<file path="src/inc/motor_speed_cmd_defines.svh">
// Register offsets, field positions, reset values and timing for the speed command front end.
`ifndef MOTOR_SPEED_CMD_DEFINES_SVH
`define MOTOR_SPEED_CMD_DEFINES_SVH

// Register byte offsets.
`define MSC_OFS_CTRL 8'h00
`define MSC_OFS_MOTOR_CMD 8'h04
`define MSC_OFS_START_THR 8'h08
`define MSC_OFS_STOP_THR 8'h0c
`define MSC_OFS_GAIN 8'h10
`define MSC_OFS_RETRY 8'h14
`define MSC_OFS_PG_STEP 8'h18
`define MSC_OFS_STATUS 8'h1c
`define MSC_OFS_TARGET 8'h20
`define MSC_OFS_MEAS 8'h24
`define MSC_OFS_MIN_SPEED 8'h28

// Control register fields.
`define MSC_CTRL_MODE_LSB 0
`define MSC_CTRL_SENSE_LSB 2
`define MSC_CTRL_PG_ALWAYS_BIT 4
`define MSC_CTRL_CUSTOM_BIT 6
// Motor command register fields.
`define MSC_CMD_RUN_BIT 16
`define MSC_CMD_CLEAR_BIT 17
// Retry register fields.
`define MSC_RETRY_CNT_LSB 0
`define MSC_RETRY_INT_LSB 8

// Reset values.
`define MSC_RST_CTRL 6'h00
`define MSC_RST_START_THR 16'h0000
`define MSC_RST_STOP_THR 16'h0000
`define MSC_RST_GAIN 16'h0000
`define MSC_RST_MIN_SPEED 14'h0000
`define MSC_RST_PG_STEP 14'h0000

// Speed scaling.
`define MSC_SPEED_FULL 16'h3fff
`define MSC_GAIN_FRAC 12
`define MSC_DIFF_SCALE 5
`define MSC_PG_HALF_SHIFT 6

// Timing.
`define MSC_CLK_HZ 50000000
`define MSC_REFRESH_MS 10
`define MSC_TIMEOUT_MS 200
`define MSC_FREQ_UNITS_PER_HZ 10
`define MSC_DUTY_FULL 1000
`define MSC_DIV_STEPS 6'd40

`endif

</file>
<file path="src/inc/motor_speed_cmd_pkg.sv">
// Types shared by the speed command front end.
package motor_speed_cmd_pkg;

  typedef enum logic [1:0] {
    MODE_SERIAL = 2'h0,
    MODE_ANALOG = 2'h1,
    MODE_FREQ = 2'h2,
    MODE_DUTY = 2'h3
  } cmd_mode_e;

  typedef enum logic [1:0] {
    SENSE_LESS = 2'h0,
    SENSE_HALL = 2'h1,
    SENSE_HYBRID = 2'h2
  } sense_mode_e;

  typedef enum logic [2:0] {
    DIV_IDLE = 3'b001,
    DIV_FREQ = 3'b010,
    DIV_DUTY = 3'b100
  } div_state_e;

  typedef struct packed {
    logic custom;
    logic pg_always;
    logic [1:0] sense;
    logic [1:0] mode;
  } ctrl_s;

  typedef struct packed {
    logic [15:0] interval;
    logic [7:0] count;
  } retry_s;

endpackage : motor_speed_cmd_pkg

</file>
<file path="src/verilog/motor_speed_command_input.sv">
// Speed command front end: command sources, fault restart and position pulse output.
//
// Summary of operation
// - Serial mode: commands set run and signed target.
// - Serial mode: fault holds until host clears it.
// - Direction input high makes target speed negative.
// - Input above start threshold requests motor start.
// - Input below stop threshold requests motor stop.
// - At maximum input, target saturates at full scale.
// - Linear map from minimum speed, 12-bit fraction gain.
// - Frequency measured and compared in 0.1 Hz units.
// - Duty measured and compared in 0.1 percent units.
// - Non-serial modes retry after fault; zero disables.
// - Mode change by command acts at once.
// - Forcing serial mode keeps run state and target.
// - Pulse output always in Hall or hybrid or with pg_always; otherwise sensorless only running.
// - Pulse step from angle setting; zero disables output.
// - Pulse output updated once per PWM cycle.
// - Step up to 16383; 512 is one period per cycle.
// - Power-of-two step aligns transitions to rotor angle.
// - Custom bit refreshes measurements every 10 ms.
// - Measurement covers 5 to 5000 Hz, 1-99 percent.
//
// Our own choices: the register offsets and the APB register port.
`timescale 1ns/100ps
`default_nettype none
`include "motor_speed_cmd_defines.svh"

module motor_speed_command_input #(
  parameter int REFRESH_CYCLES = `MSC_CLK_HZ / 1000 * `MSC_REFRESH_MS,
  parameter int TIMEOUT_CYCLES = `MSC_CLK_HZ / 1000 * `MSC_TIMEOUT_MS,
  parameter int ADC_W = 12
) (
  input wire logic pclk, // System clock, 50 MHz.
  input wire logic presetn, // Asynchronous reset, active low.
  input wire logic psel, // APB select.
  input wire logic penable, // APB enable.
  input wire logic pwrite, // APB write.
  input wire logic [7:0] paddr, // APB byte address.
  input wire logic [31:0] pwdata, // APB write data.
  output logic [31:0] prdata, // APB read data.
  output logic pready, // APB ready.
  output logic pslverr, // APB error on unmapped address.
  input wire logic pulse_speed_cmd_in, // Frequency or duty command pin.
  input wire logic dir_in, // Direction pin, high for reverse.
  input wire logic [ADC_W-1:0] analog_sample_value, // Analog command sample.
  input wire logic pwm_tick, // One pulse per PWM cycle.
  input wire logic fault_in, // Drive fault event.
  input wire logic [15:0] rotor_angle, // Electrical rotor angle.
  output logic motor_run, // Run request to the motor control.
  output logic signed [15:0] target_speed_value, // Signed target speed.
  output logic motor_fault, // Fault status.
  output logic position_pulse_out // Rotor position pulse train.
);

  // ==========================================================================
  // Register bus
  // ==========================================================================
  motor_speed_cmd_pkg::ctrl_s ctrl_r;
  motor_speed_cmd_pkg::retry_s retry_r;
  logic [15:0] start_thr_r;
  logic [15:0] stop_thr_r;
  logic [15:0] gain_r;
  logic [13:0] min_speed_r;
  logic [13:0] pg_step_r;
  logic [15:0] freq_meas_r;
  logic [15:0] duty_meas_r;
  logic [15:0] freq_snap_r;
  logic [15:0] duty_snap_r;
  logic run_r;
  logic signed [15:0] target_r;
  logic fault_r;
  logic [7:0] retry_left_r;
  logic [15:0] retry_wait_r;
  logic pg_r;

  function automatic logic addr_hit(input logic [7:0] a, input logic [7:0] ofs);
    addr_hit = (a == ofs);
  endfunction : addr_hit

  logic wr_en;
  logic mapped;
  assign pready = 1'b1;
  assign wr_en = psel & penable & pwrite;
  assign mapped = addr_hit(paddr, `MSC_OFS_CTRL) | addr_hit(paddr, `MSC_OFS_MOTOR_CMD) |
                  addr_hit(paddr, `MSC_OFS_START_THR) | addr_hit(paddr, `MSC_OFS_STOP_THR) |
                  addr_hit(paddr, `MSC_OFS_GAIN) | addr_hit(paddr, `MSC_OFS_RETRY) |
                  addr_hit(paddr, `MSC_OFS_PG_STEP) | addr_hit(paddr, `MSC_OFS_STATUS) |
                  addr_hit(paddr, `MSC_OFS_TARGET) | addr_hit(paddr, `MSC_OFS_MEAS) |
                  addr_hit(paddr, `MSC_OFS_MIN_SPEED);
  assign pslverr = psel & penable & ~mapped;

  logic cmd_wr;
  logic ctrl_wr;
  logic retry_wr;
  assign cmd_wr = wr_en & addr_hit(paddr, `MSC_OFS_MOTOR_CMD);
  assign ctrl_wr = wr_en & addr_hit(paddr, `MSC_OFS_CTRL);
  assign retry_wr = wr_en & addr_hit(paddr, `MSC_OFS_RETRY);

  // The mode field takes effect on the write edge itself.
  always_ff @(posedge pclk or negedge presetn) begin
    if (!presetn) begin
      ctrl_r <= `MSC_RST_CTRL;
    end else if (ctrl_wr) begin
      ctrl_r.mode <= pwdata[`MSC_CTRL_MODE_LSB +: 2];
      ctrl_r.sense <= pwdata[`MSC_CTRL_SENSE_LSB +: 2];
      ctrl_r.pg_always <= pwdata[`MSC_CTRL_PG_ALWAYS_BIT];
      ctrl_r.custom <= pwdata[`MSC_CTRL_CUSTOM_BIT];
    end
  end

  always_ff @(posedge pclk or negedge presetn) begin
    if (!presetn) begin
      start_thr_r <= `MSC_RST_START_THR;
      stop_thr_r <= `MSC_RST_STOP_THR;
      gain_r <= `MSC_RST_GAIN;
      min_speed_r <= `MSC_RST_MIN_SPEED;
      pg_step_r <= `MSC_RST_PG_STEP;
      retry_r <= '0;
    end else if (wr_en) begin
      if (addr_hit(paddr, `MSC_OFS_START_THR)) start_thr_r <= pwdata[15:0];
      if (addr_hit(paddr, `MSC_OFS_STOP_THR)) stop_thr_r <= pwdata[15:0];
      if (addr_hit(paddr, `MSC_OFS_GAIN)) gain_r <= pwdata[15:0];
      if (addr_hit(paddr, `MSC_OFS_MIN_SPEED)) min_speed_r <= pwdata[13:0];
      if (addr_hit(paddr, `MSC_OFS_PG_STEP)) pg_step_r <= pwdata[13:0];
      if (retry_wr) begin
        retry_r.count <= pwdata[`MSC_RETRY_CNT_LSB +: 8];
        retry_r.interval <= pwdata[`MSC_RETRY_INT_LSB +: 16];
      end
    end
  end

  always_comb begin
    prdata = 32'h0000_0000;
    if (psel & ~pwrite) begin
      case (paddr)
        `MSC_OFS_CTRL: prdata = {25'h0, ctrl_r.custom, 1'b0, ctrl_r.pg_always, ctrl_r.sense,
                                 ctrl_r.mode};
        `MSC_OFS_START_THR: prdata = {16'h0, start_thr_r};
        `MSC_OFS_STOP_THR: prdata = {16'h0, stop_thr_r};
        `MSC_OFS_GAIN: prdata = {16'h0, gain_r};
        `MSC_OFS_RETRY: prdata = {8'h0, retry_r.interval, retry_r.count};
        `MSC_OFS_PG_STEP: prdata = {18'h0, pg_step_r};
        `MSC_OFS_STATUS: prdata = {16'h0, retry_left_r, 4'h0, pg_r, fault_r, fault_r, run_r};
        `MSC_OFS_TARGET: prdata = {{16{target_r[15]}}, target_r};
        `MSC_OFS_MEAS: prdata = {duty_snap_r, freq_snap_r};
        `MSC_OFS_MIN_SPEED: prdata = {18'h0, min_speed_r};
        default: prdata = 32'h0000_0000;
      endcase
    end
  end

  // ==========================================================================
  // Input period and high-time capture
  // ==========================================================================
  logic pin_d_r;
  logic [31:0] per_cnt_r;
  logic [31:0] high_cnt_r;
  logic [31:0] per_cap_r;
  logic [31:0] high_cap_r;
  logic cap_new_r;
  logic rise;
  assign rise = pulse_speed_cmd_in & ~pin_d_r;

  // No edge for longer than the timeout means the input sits below 5 Hz.
  always_ff @(posedge pclk or negedge presetn) begin
    if (!presetn) begin
      pin_d_r <= 1'b0;
      per_cnt_r <= 32'h0;
      high_cnt_r <= 32'h0;
      per_cap_r <= 32'h0;
      high_cap_r <= 32'h0;
      cap_new_r <= 1'b0;
    end else begin
      pin_d_r <= pulse_speed_cmd_in;
      cap_new_r <= 1'b0;
      if (rise) begin
        per_cap_r <= per_cnt_r + 32'h1;
        high_cap_r <= high_cnt_r;
        cap_new_r <= 1'b1;
        per_cnt_r <= 32'h0;
        high_cnt_r <= 32'h1;
      end else if (per_cnt_r >= 32'(TIMEOUT_CYCLES)) begin
        per_cap_r <= 32'h0;
        high_cap_r <= 32'h0;
        cap_new_r <= 1'b1;
        per_cnt_r <= 32'h0;
        high_cnt_r <= 32'h0;
      end else begin
        per_cnt_r <= per_cnt_r + 32'h1;
        if (pulse_speed_cmd_in) high_cnt_r <= high_cnt_r + 32'h1;
      end
    end
  end

  // ==========================================================================
  // Serial divider: frequency in 0.1 Hz, then duty in 0.1 percent
  // ==========================================================================
  motor_speed_cmd_pkg::div_state_e div_st_r;
  logic [39:0] dvd_r;
  logic [31:0] dvs_r;
  logic [40:0] rem_r;
  logic [5:0] step_r;
  logic [40:0] rem_sh;
  assign rem_sh = {rem_r[39:0], dvd_r[39]};

  localparam logic [39:0] FREQ_NUM = 40'(`MSC_CLK_HZ * `MSC_FREQ_UNITS_PER_HZ);

  function automatic logic [15:0] sat16(input logic [39:0] q);
    sat16 = (q[39:16] != 24'h0) ? 16'hffff : q[15:0];
  endfunction : sat16

  always_ff @(posedge pclk or negedge presetn) begin
    if (!presetn) begin
      div_st_r <= motor_speed_cmd_pkg::DIV_IDLE;
      dvd_r <= 40'h0;
      dvs_r <= 32'h0;
      rem_r <= 41'h0;
      step_r <= 6'h0;
      freq_meas_r <= 16'h0;
      duty_meas_r <= 16'h0;
    end else begin
      case (div_st_r)
        motor_speed_cmd_pkg::DIV_IDLE: begin
          if (cap_new_r) begin
            if (per_cap_r == 32'h0) begin
              freq_meas_r <= 16'h0;
              duty_meas_r <= 16'h0;
            end else begin
              dvd_r <= FREQ_NUM;
              dvs_r <= per_cap_r;
              rem_r <= 41'h0;
              step_r <= `MSC_DIV_STEPS;
              div_st_r <= motor_speed_cmd_pkg::DIV_FREQ;
            end
          end
        end
        motor_speed_cmd_pkg::DIV_FREQ, motor_speed_cmd_pkg::DIV_DUTY: begin
          if (step_r != 6'h0) begin
            if (rem_sh >= {9'h0, dvs_r}) begin
              rem_r <= rem_sh - {9'h0, dvs_r};
              dvd_r <= {dvd_r[38:0], 1'b1};
            end else begin
              rem_r <= rem_sh;
              dvd_r <= {dvd_r[38:0], 1'b0};
            end
            step_r <= step_r - 6'h1;
          end else if (div_st_r == motor_speed_cmd_pkg::DIV_FREQ) begin
            freq_meas_r <= sat16(dvd_r);
            dvd_r <= 40'(high_cap_r) * 40'(`MSC_DUTY_FULL);
            rem_r <= 41'h0;
            step_r <= `MSC_DIV_STEPS;
            div_st_r <= motor_speed_cmd_pkg::DIV_DUTY;
          end else begin
            duty_meas_r <= sat16(dvd_r);
            div_st_r <= motor_speed_cmd_pkg::DIV_IDLE;
          end
        end
        default: div_st_r <= motor_speed_cmd_pkg::DIV_IDLE;
      endcase
    end
  end

  // ==========================================================================
  // Custom-mapping snapshots
  // ==========================================================================
  logic [31:0] refresh_cnt_r;
  always_ff @(posedge pclk or negedge presetn) begin
    if (!presetn) begin
      refresh_cnt_r <= 32'h0;
      freq_snap_r <= 16'h0;
      duty_snap_r <= 16'h0;
    end else if (!ctrl_r.custom) begin
      refresh_cnt_r <= 32'h0;
    end else if (refresh_cnt_r >= 32'(REFRESH_CYCLES - 1)) begin
      refresh_cnt_r <= 32'h0;
      freq_snap_r <= freq_meas_r;
      duty_snap_r <= duty_meas_r;
    end else begin
      refresh_cnt_r <= refresh_cnt_r + 32'h1;
    end
  end

  // ==========================================================================
  // Command mapping
  // ==========================================================================
  logic [15:0] cmd_level;
  logic [16:0] cmd_diff;
  logic [36:0] map_prod;
  logic [24:0] map_speed;
  logic [13:0] mag;
  logic signed [15:0] mapped_target;
  logic linear_mode;

  always_comb begin
    case (ctrl_r.mode)
      motor_speed_cmd_pkg::MODE_ANALOG: cmd_level = 16'(analog_sample_value);
      motor_speed_cmd_pkg::MODE_FREQ: cmd_level = freq_meas_r;
      motor_speed_cmd_pkg::MODE_DUTY: cmd_level = duty_meas_r;
      default: cmd_level = 16'h0;
    endcase
  end

  assign linear_mode = (ctrl_r.mode == motor_speed_cmd_pkg::MODE_ANALOG) |
                       ((ctrl_r.mode != motor_speed_cmd_pkg::MODE_SERIAL) & ~ctrl_r.custom);
  assign cmd_diff = {1'b0, cmd_level} - {1'b0, start_thr_r};
  assign map_prod = 37'({cmd_diff[15:0], {`MSC_DIFF_SCALE{1'b0}}}) * 37'(gain_r);
  assign map_speed = 25'(map_prod >> `MSC_GAIN_FRAC) + 25'(min_speed_r);

  always_comb begin
    if (cmd_diff[16]) begin
      mag = min_speed_r;
    end else if (map_speed >= 25'(`MSC_SPEED_FULL)) begin
      mag = 14'(`MSC_SPEED_FULL);
    end else begin
      mag = map_speed[13:0];
    end
    mapped_target = dir_in ? -$signed({2'b00, mag}) : $signed({2'b00, mag});
  end

  // ==========================================================================
  // Run state, target and fault handling
  // ==========================================================================
  logic retry_ok;
  assign retry_ok = (ctrl_r.mode != motor_speed_cmd_pkg::MODE_SERIAL);

  // Serial mode, and custom mapping in frequency or duty mode, leave both run and target to the command register.
  always_ff @(posedge pclk or negedge presetn) begin
    if (!presetn) begin
      run_r <= 1'b0;
      target_r <= 16'sh0000;
    end else if (cmd_wr) begin
      run_r <= pwdata[`MSC_CMD_RUN_BIT];
      target_r <= $signed(pwdata[15:0]);
    end else if (pwm_tick && linear_mode) begin
      if (cmd_level > start_thr_r) begin
        run_r <= 1'b1;
      end else if (cmd_level < stop_thr_r) begin
        run_r <= 1'b0;
      end
      target_r <= mapped_target;
    end
  end

  // A fault event wins over a clear in the same cycle.
  always_ff @(posedge pclk or negedge presetn) begin
    if (!presetn) begin
      fault_r <= 1'b0;
      retry_left_r <= 8'h0;
      retry_wait_r <= 16'h0;
    end else if (fault_in) begin
      if (!fault_r) begin
        retry_wait_r <= retry_r.interval;
      end
      fault_r <= 1'b1;
    end else if (cmd_wr && pwdata[`MSC_CMD_CLEAR_BIT]) begin
      fault_r <= 1'b0;
      retry_left_r <= retry_r.count;
    end else if (retry_wr) begin
      retry_left_r <= pwdata[`MSC_RETRY_CNT_LSB +: 8];
    end else if (fault_r && retry_ok && pwm_tick && retry_left_r != 8'h0) begin
      if (retry_wait_r == 16'h0) begin
        fault_r <= 1'b0;
        retry_left_r <= retry_left_r - 8'h1;
      end else begin
        retry_wait_r <= retry_wait_r - 16'h1;
      end
    end
  end

  assign motor_run = run_r & ~fault_r;
  assign motor_fault = fault_r;
  assign target_speed_value = target_r;

  // ==========================================================================
  // Position pulse output
  // ==========================================================================
  logic [15:0] angle_d_r;
  logic signed [21:0] pg_acc_r;
  logic [21:0] pg_half;
  logic signed [21:0] pg_sum;
  logic pg_en;
  logic pg_en_d_r;
  logic signed [15:0] angle_delta;

  assign pg_half = 22'({2'b00, pg_step_r}) << `MSC_PG_HALF_SHIFT;
  assign angle_delta = $signed(rotor_angle - angle_d_r);
  assign pg_sum = pg_acc_r + 22'(angle_delta);
  assign pg_en = (pg_step_r != 14'h0) &
                 ((ctrl_r.sense != motor_speed_cmd_pkg::SENSE_LESS) | ctrl_r.pg_always |
                  motor_run);

  // A power-of-two half period starts the phase from the absolute angle, so edges land
  // on fixed rotor angles.
  always_ff @(posedge pclk or negedge presetn) begin
    if (!presetn) begin
      angle_d_r <= 16'h0;
      pg_acc_r <= 22'sh0;
      pg_r <= 1'b0;
      pg_en_d_r <= 1'b0;
    end else if (pwm_tick) begin
      angle_d_r <= rotor_angle;
      pg_en_d_r <= pg_en;
      if (!pg_en) begin
        pg_r <= 1'b0;
      end else if (!pg_en_d_r) begin
        pg_acc_r <= $signed(22'(rotor_angle) & (pg_half - 22'h1));
        pg_r <= 1'b0;
      end else if (pg_sum >= $signed(pg_half)) begin
        pg_acc_r <= pg_sum - $signed(pg_half);
        pg_r <= ~pg_r;
      end else if (pg_sum < 22'sh0) begin
        pg_acc_r <= pg_sum + $signed(pg_half);
        pg_r <= ~pg_r;
      end else begin
        pg_acc_r <= pg_sum;
      end
    end
  end

  assign position_pulse_out = pg_r;

endmodule : motor_speed_command_input

`default_nettype wire

</file>
<file path="config.mk">
export PLATFORM = sky130hd
export DESIGN_NAME = motor_speed_command_input
export DESIGN_NICKNAME = d
export VERILOG_FILES = /design/src/inc/motor_speed_cmd_pkg.sv /design/src/verilog/motor_speed_command_input.sv
export VERILOG_INCLUDE_DIRS = /design/src /design/src/inc
export SDC_FILE = /design/constraint.sdc
export NUM_CORES = 2
export LEC_CHECK = 0
export BUFFER_PORTS_ARGS = -buffer_cell sky130_fd_sc_hd__buf_4
export CAP_MARGIN = 20
export CORE_ASPECT_RATIO = 1.25
export CORE_MARGIN = 2
export CORE_UTILIZATION = 55
export DETAILED_ROUTE_END_ITERATION = 12
export PLACE_DENSITY = 0.75
export SYNTH_ARGS = -nofsm -noshare
export SYNTH_HDL_FRONTEND = slang
export SYNTH_SLANG_ARGS = --single-unit
export TNS_END_PERCENT = 5
</file>
<file path="constraint.sdc">
create_clock -name pclk -period 13.91 [get_ports pclk]
set_input_delay 2.782 -clock pclk [delete_from_list [all_inputs] [get_ports pclk]]
set_output_delay 2.782 -clock pclk [all_outputs]
set_load 0.05 [all_outputs]
</file>
; ---- After elaboration in Yosys (flattened, before gate mapping)
; Cells that the tools add are included.
[totals]
input_bits = 77
out_inout_bits = 53
word_cells = 243
reg_bits = 535
[op_classes]
addsub = 15
mux = 77
magnitude_cmp = 8
n_eq_ne = 29
mul = 2
reduce_logical = 43
bitwise = 33
[op_table]
columns = operator, count
row1 = $mux 40, 9
row2 = $mux 32, 11
row3 = $pmux 32 s10, 1
row4 = $mux 16, 16
row5 = $pmux 40 s2, 2
row6 = $add 32x1->32 const B, 3
row7 = $mux 22, 3
row8 = $pmux 16 s2, 2
row9 = $pmux 16 s3, 1
row10 = $ge 41x32->1, 1
row11 = $sub 40x32->40, 1
row12 = $mul 32x7->37 const B, 1
row13 = $eq 8x5->1 const B, 4
row14 = $ge 32x19->1 const B, 1
row15 = $ge 32x24->1 const B, 1
row16 = $logic_not 32->1, 1
row17 = $mul 16x16->32, 1
row18 = $mux 8, 4
row19 = $mux 14, 2
row20 = $add 25x14->25, 1
row21 = $ge 25x14->1 const B, 1
row22 = $eq 8x6->1 const B, 3
row23 = $mux 6, 4
row24 = $reduce_bool 24->1, 1
row25 = 46 further kinds, 132

; ---- Longest topological paths before layout
[logic_depth]
ltp_word = 13
ltp_mapped = 57
ltp_nobuf = 54

; ---- Worst setup path after synthesis
; OpenSTA, ideal clock, no wires.
[synth_timing]
path_kind = input to register
from = input analog_sample_value[1]
to = register target_r[10] (netlist: target_speed_value[10])
required_time_ns = 13.789
arrival_time_ns = 14.471
path_buffers = 3
path_stages = 50
path_slack_ns = -0.682
setup_time_ns = 0.121
cell_sequence = a22o_1 ha_1 nor2b_1 o21ai_0 a21boi_0 o21a_1 nor2_1 o221ai_1 a31o_2 a21o_1 a21o_1 a21o_1 a21o_1 a21oi_1 xnor2_1 clkbuf_1 nand2_1 fa_1 [14 not listed] xor2_1 ha_1 nand2_1 a211oi_1 a31oi_1 o21ai_0 nand4_1 or3_1 or4_4 a2111oi_4 buf_4 nand2_1 o21ai_0 ha_1 nand4_4 nor4_1 o21ai_1 a22o_1
[synth_via]
elab_chain_cells = 11
[synth_rtl]
columns = item, line_no
row1 = from (decl), motor_speed_command_input.sv:46  ; input wire logic [ADC_W-1:0] analog_sample_value,
row2 = $pmux 16 s3 (*), motor_speed_command_input.sv:296  ; case (ctrl_r.mode)
row3 = $sub 16x16->17 (*), motor_speed_command_input.sv:306  ; assign cmd_diff = {1'b0, cmd_level} - {1'b0, start_thr_r};
row4 = $mul 16x16->32, motor_speed_command_input.sv:307  ; assign map_prod = 37'({cmd_diff[15:0], {`MSC_DIFF_SCALE{1'b0}}}) * 37'(gain_r);
row5 = $add 25x14->25, motor_speed_command_input.sv:308  ; assign map_speed = 25'(map_prod >> `MSC_GAIN_FRAC) + 25'(min_speed_r);
row6 = $ge 25x14->1, motor_speed_command_input.sv:313  ; end else if (map_speed >= 25'(`MSC_SPEED_FULL)) begin
row7 = $mux 14, motor_speed_command_input.sv:313
row8 = $mux 14 (*), motor_speed_command_input.sv:311  ; if (cmd_diff[16]) begin
row9 = $neg 14->16, motor_speed_command_input.sv:318  ; mapped_target = dir_in ? -$signed({2'b00, mag}) : $signed({2'b00, mag});
row10 = $mux 16 (*), motor_speed_command_input.sv:318
row11 = $mux 16 (*), motor_speed_command_input.sv:335  ; end else if (pwm_tick && linear_mode) begin
row12 = $mux 16 (*), motor_speed_command_input.sv:332  ; end else if (cmd_wr) begin
row13 = to (signal assigned), motor_speed_command_input.sv:334  ; target_r <= $signed(pwdata[15:0]);
row14 = to (signal assigned), motor_speed_command_input.sv:341  ; target_r <= mapped_target;
row15 = to (decl), motor_speed_command_input.sv:71  ; logic signed [15:0] target_r;
; Every way passes the cells marked *; elsewhere a longest branch is shown, timed or not. The select of a mux whose other input is x is not followed.
; A chain may end at the register's enable or synchronous reset.

; ---- Final worst setup path
[layout_timing]
from = input analog_sample_value[0]
to = register target_r[10] (netlist: target_speed_value[10])
; The elaborated chain is that of the path after synthesis.

==> impl_metrics.py <==
metrics = {
    "run_status": {
        "run_status": "finished clean",
    },
    "critical_path": {
        "timing.setup.critical_path_class": "input port to flip-flop",
        "critical_path.reg2reg.startpoint": "ctrl_r[0]$_DFFE_PN0P_",
        "worst-path-buf-inv": 6,
        "crit_path_start_kind": "input port",
        "cp.required_ns": 14.40,
        "worst-path-max-fanout": 15,
        "timing.critical_path.to_type": "flip-flop",
        "library_cell_appearing_most_often_on_the_critical_path": "sky130_fd_sc_hd__fa_1",
        "critical_path_cell_count": 46,
        "critical-path-top-delay-family": "adder cells",
        "startpoint": "analog_sample_value[0]",
        "crit_end": "target_speed_value[10]$_DFFE_PN0P_",
        "worst_ep_arrival_ns": 14.00,
        "critical-path-slowest-cell": "sky130_fd_sc_hd__fa_1",
        "crit_path_largest_cell_delay_ns": 0.60,
        "r2r_cells": 47,
        "timing.rr.end": "target_speed_value[10]$_DFFE_PN0P_",
        "reg2reg_slack_ns": 1.65,
    },
    "grt": {
        "number_of_global_route_vias_before_repair": 35800,
        "grt_antenna_before_repair": 3,
        "grt_first_pass_wirelength_microns": 187000,
        "grt.total_usage": 0.280,
        "grt_start_max_net_pins": 153,
        "global_route.overflow_total": 0,
    },
    "floorplan": {
        "initial_utilization": 0.553,
        "placeableCoreArea_sq_mm": 0.0798,
        "io_pins": 130,
        "rows": 116,
        "die_y_microns": 321,
        "dieWidth_microns": 257,
        "die-area_sq_mm": 0.0825,
    },
    "timing": {
        "finalHoldViolCount": 0,
        "post-route-period-util": 0.971,
        "worst_clock_skew_ns": 0.0446,
        "fmax_mhz": 74.0,
        "unrepaired_setup_endpoints_after_global_routing": "yes",
        "worst_rel_slew_slack": 0.207,
        "finalSetupViolCount": 0,
        "tightest_slew_ns": 1.19,
        "post_route_worst_hold_slack_ns": 0.491,
        "timing.setup.tns_ns": 0,
        "final_max_slew_viol_count": 0,
        "period_needed_ns": 13.51,
    },
    "synth": {
        "ys_async_sr_fraction": 1.00,
        "synth.cell_area_sq_mm": 0.0441,
        "synth_flop_cell": "sky130_fd_sc_hd__dfrtp_1",
        "synth_cell_type_count": 82,
        "synth_edf_count": 0,
        "yosysWarnings": 0,
        "ys_seq_area_frac": 0.304,
        "synthesis.instances": 4795,
        "number_of_synthesized_register_bits": 535,
        "mean_instance_size_in_the_synthesized_netlist_sq_um": 9.20,
    },
    "route": {
        "post_route_drc_violation_count": 0,
        "drt_pass1_iterations": 7,
        "antenna_violating_nets_post_route": 0,
        "route.final.wire_length_microns": 115000,
        "drt_iter0_drc": 2772,
        "wl_per_cell_microns": 18.9,
        "vias": 35700,
        "detail_route.vias_per_cell": 5.89,
    },
    "final_layout": {
        "layout.cells.most_common": "sky130_fd_sc_hd__nand2_1",
        "commonest_cells_after_routing_fill_and_taps_aside": "sky130_fd_sc_hd__nand2_1 (628), sky130_fd_sc_hd__dfrtp_1 (534), sky130_fd_sc_hd__inv_1 (447), sky130_fd_sc_hd__ha_1 (322), sky130_fd_sc_hd__fa_1 (317)",
        "layout-drive-gt1-share": 0.122,
        "finish.instance_area_sq_mm": 0.0490,
        "layout-area-overhead-vs-synth_pct": 11.2,
        "fin_nets": 5666,
        "multi_input_comb_area_sq_mm": 0.0286,
        "stdcell_count": 6056,
        "layout.area.seq_sq_mm": 0.0134,
        "filler_cell_count": 6710,
    },
    "clock_network": {
        "htreeDepth": 2,
        "cts_tree": "done",
        "cts-root-to-sink-buffers": 3,
        "cts.reportedPaths.clkPinSlew_ns": 0.06,
        "cts_root_buf": "sky130_fd_sc_hd__clkbuf_16",
        "clk_latency_worst_skew_pair_ns": 0.63,
        "cts_buffers": 56,
        "numClockSinks": 535,
        "cts.hold.buffers_added": 0,
    },
    "power_and_ir_drop": {
        "max-vdd-ir-drop_uv": 120,
        "static_leakage_power_nw": 23.5,
        "power_density_mw_per_mm2": 114,
    },
    "place": {
        "buffers_added_on_ports": 120,
        "placed_cell_area_sq_mm": 0.0469,
        "placed_cells_incl_taps": 5942,
        "hpwl_microns": 87200,
        "gpl.final_weighted_congestion": 0.942,
    },
    "run": {
        "drv_cap": 0,
    },
    "hold_path": {
        "hold_path_class": "flip-flop to flip-flop",
    },
}
## stage by stage
stage	power [W]	util	setup slack, ns
3_3_place_gp	0.00395	0.588	-0.0373
3_5_place_dp	0.00400	0.588	-0.170
5_1_grt	0.00594	0.614	-0.0570
2_1_floorplan	0.00342	-	0.0223
4_1_cts	0.00560	0.612	0.401
6_report	0.00560	0.614	0.400
## kinds of logic after synthesis
kind of cell               share of synthesized area
and+or+nand+nor                                0.156
AOI/OAI and AO/OA                              0.146
buffers and inverters                         0.0556
adders and majority gates                      0.237
DFF                                            0.304
xor gates and xnor gates                      0.0476
muxes                                         0.0543
other                                       0.000170
## final cells by class
class	instances	area share
well taps	1062	0.0271
inverters	448	0.0343
clock inverters	35	0.00847
clock buffers	70	0.0313
diodes	2	0.000102
repair buffers	274	0.0432
flip-flops and latches	535	0.273
multi-input cells	3630	0.583
## worst register-to-register path: cells and delay by family, from the launching register on
family	cells	cell delay, ns
fa+ha+maj	11	4.74
compound gates	16	2.90
simple gates	11	2.33
buf+inv	6	1.04
mux	1	0.40
flops	1	0.38
xor+xnor	2	0.34
## cells in the mapped netlist, drive strengths merged, types with 18 or more instances
cell	n	share of area
nand2	630	0.054
dfrtp	534	0.30
inv	448	0.038
ha	326	0.092
o21ai	322	0.037
fa	318	0.14
nor2	298	0.025
a21oi	244	0.028
clkbuf	182	0.015
mux2	161	0.041
xnor2	141	0.028
and2	100	0.014
nand3	99	0.011
xor2	96	0.019
nor3	67	0.0076
a21o	65	0.011
mux2i	58	0.013
nor2b	45	0.0064
nor4	41	0.0062
a31oi	39	0.0055
and3	39	0.0055
a22oi	38	0.0065
o22ai	37	0.0052
or3	34	0.0048
a22o	33	0.0066
nand4	33	0.0050
nand2b	32	0.0045
o21bai	31	0.0053
o21a	23	0.0039
o31ai	23	0.0039
a221oi	20	0.0041
buf	20	0.0020
a211oi	19	0.0033
a21boi	18	0.0031
o211ai	18	0.0031
## how the worst min path moves through the flow
stage | startpoint | endpoint | cells past startpoint
global route | refresh_cnt_r[0]$_DFF_PN0_ | refresh_cnt_r[0]$_DFF_PN0_ | 1
global placement | pg_acc_r[2]$_DFFE_PN0P_ | pg_acc_r[2]$_DFFE_PN0P_ | 2
finish | refresh_cnt_r[0]$_DFF_PN0_ | refresh_cnt_r[0]$_DFF_PN0_ | 1
detailed placement | pg_acc_r[0]$_DFFE_PN0P_ | pg_acc_r[0]$_DFFE_PN0P_ | 2
CTS | refresh_cnt_r[0]$_DFF_PN0_ | refresh_cnt_r[0]$_DFF_PN0_ | 1
floorplan | refresh_cnt_r[0]$_DFF_PN0_ | refresh_cnt_r[0]$_DFF_PN0_ | 1
## what timing repair did
item,in CTS,in global routing
setup buffers,0,3
endpoints found under the setup margin,0,15
resized for setup,0,20
## flip-flops by register name, indices dropped and copies added (netlist names), 24 cells and up
name / count
dvd_r: 40
per_cap_r: 32
retry_r: 24
per_cnt_r: 32
refresh_cnt_r: 32
dvs_r: 32
high_cnt_r: 32
high_cap_r: 32
rem_r: 40
## routing by layer
layer | up-vias | track usage | part of all wire
li1 | 16700 | - | -
met1 | 17500 | 0.363 | 0.41
met2 | 1183 | 0.472 | 0.48
met3 | 270 | 0.0421 | 0.068
met4 | 2 | 0.110 | 0.042
met5 | - | 0 | 0.00014
## power by group
group	internal, W	total [W]	switching [W]	leakage, nW
Combinational	0.000885	0.00216	0.00128	15.3
Sequential	0.00171	0.00186	0.000142	7.22
Clock	0.000918	0.00158	0.000667	0.934
Note: power is estimated with default switching activity, not from simulation.
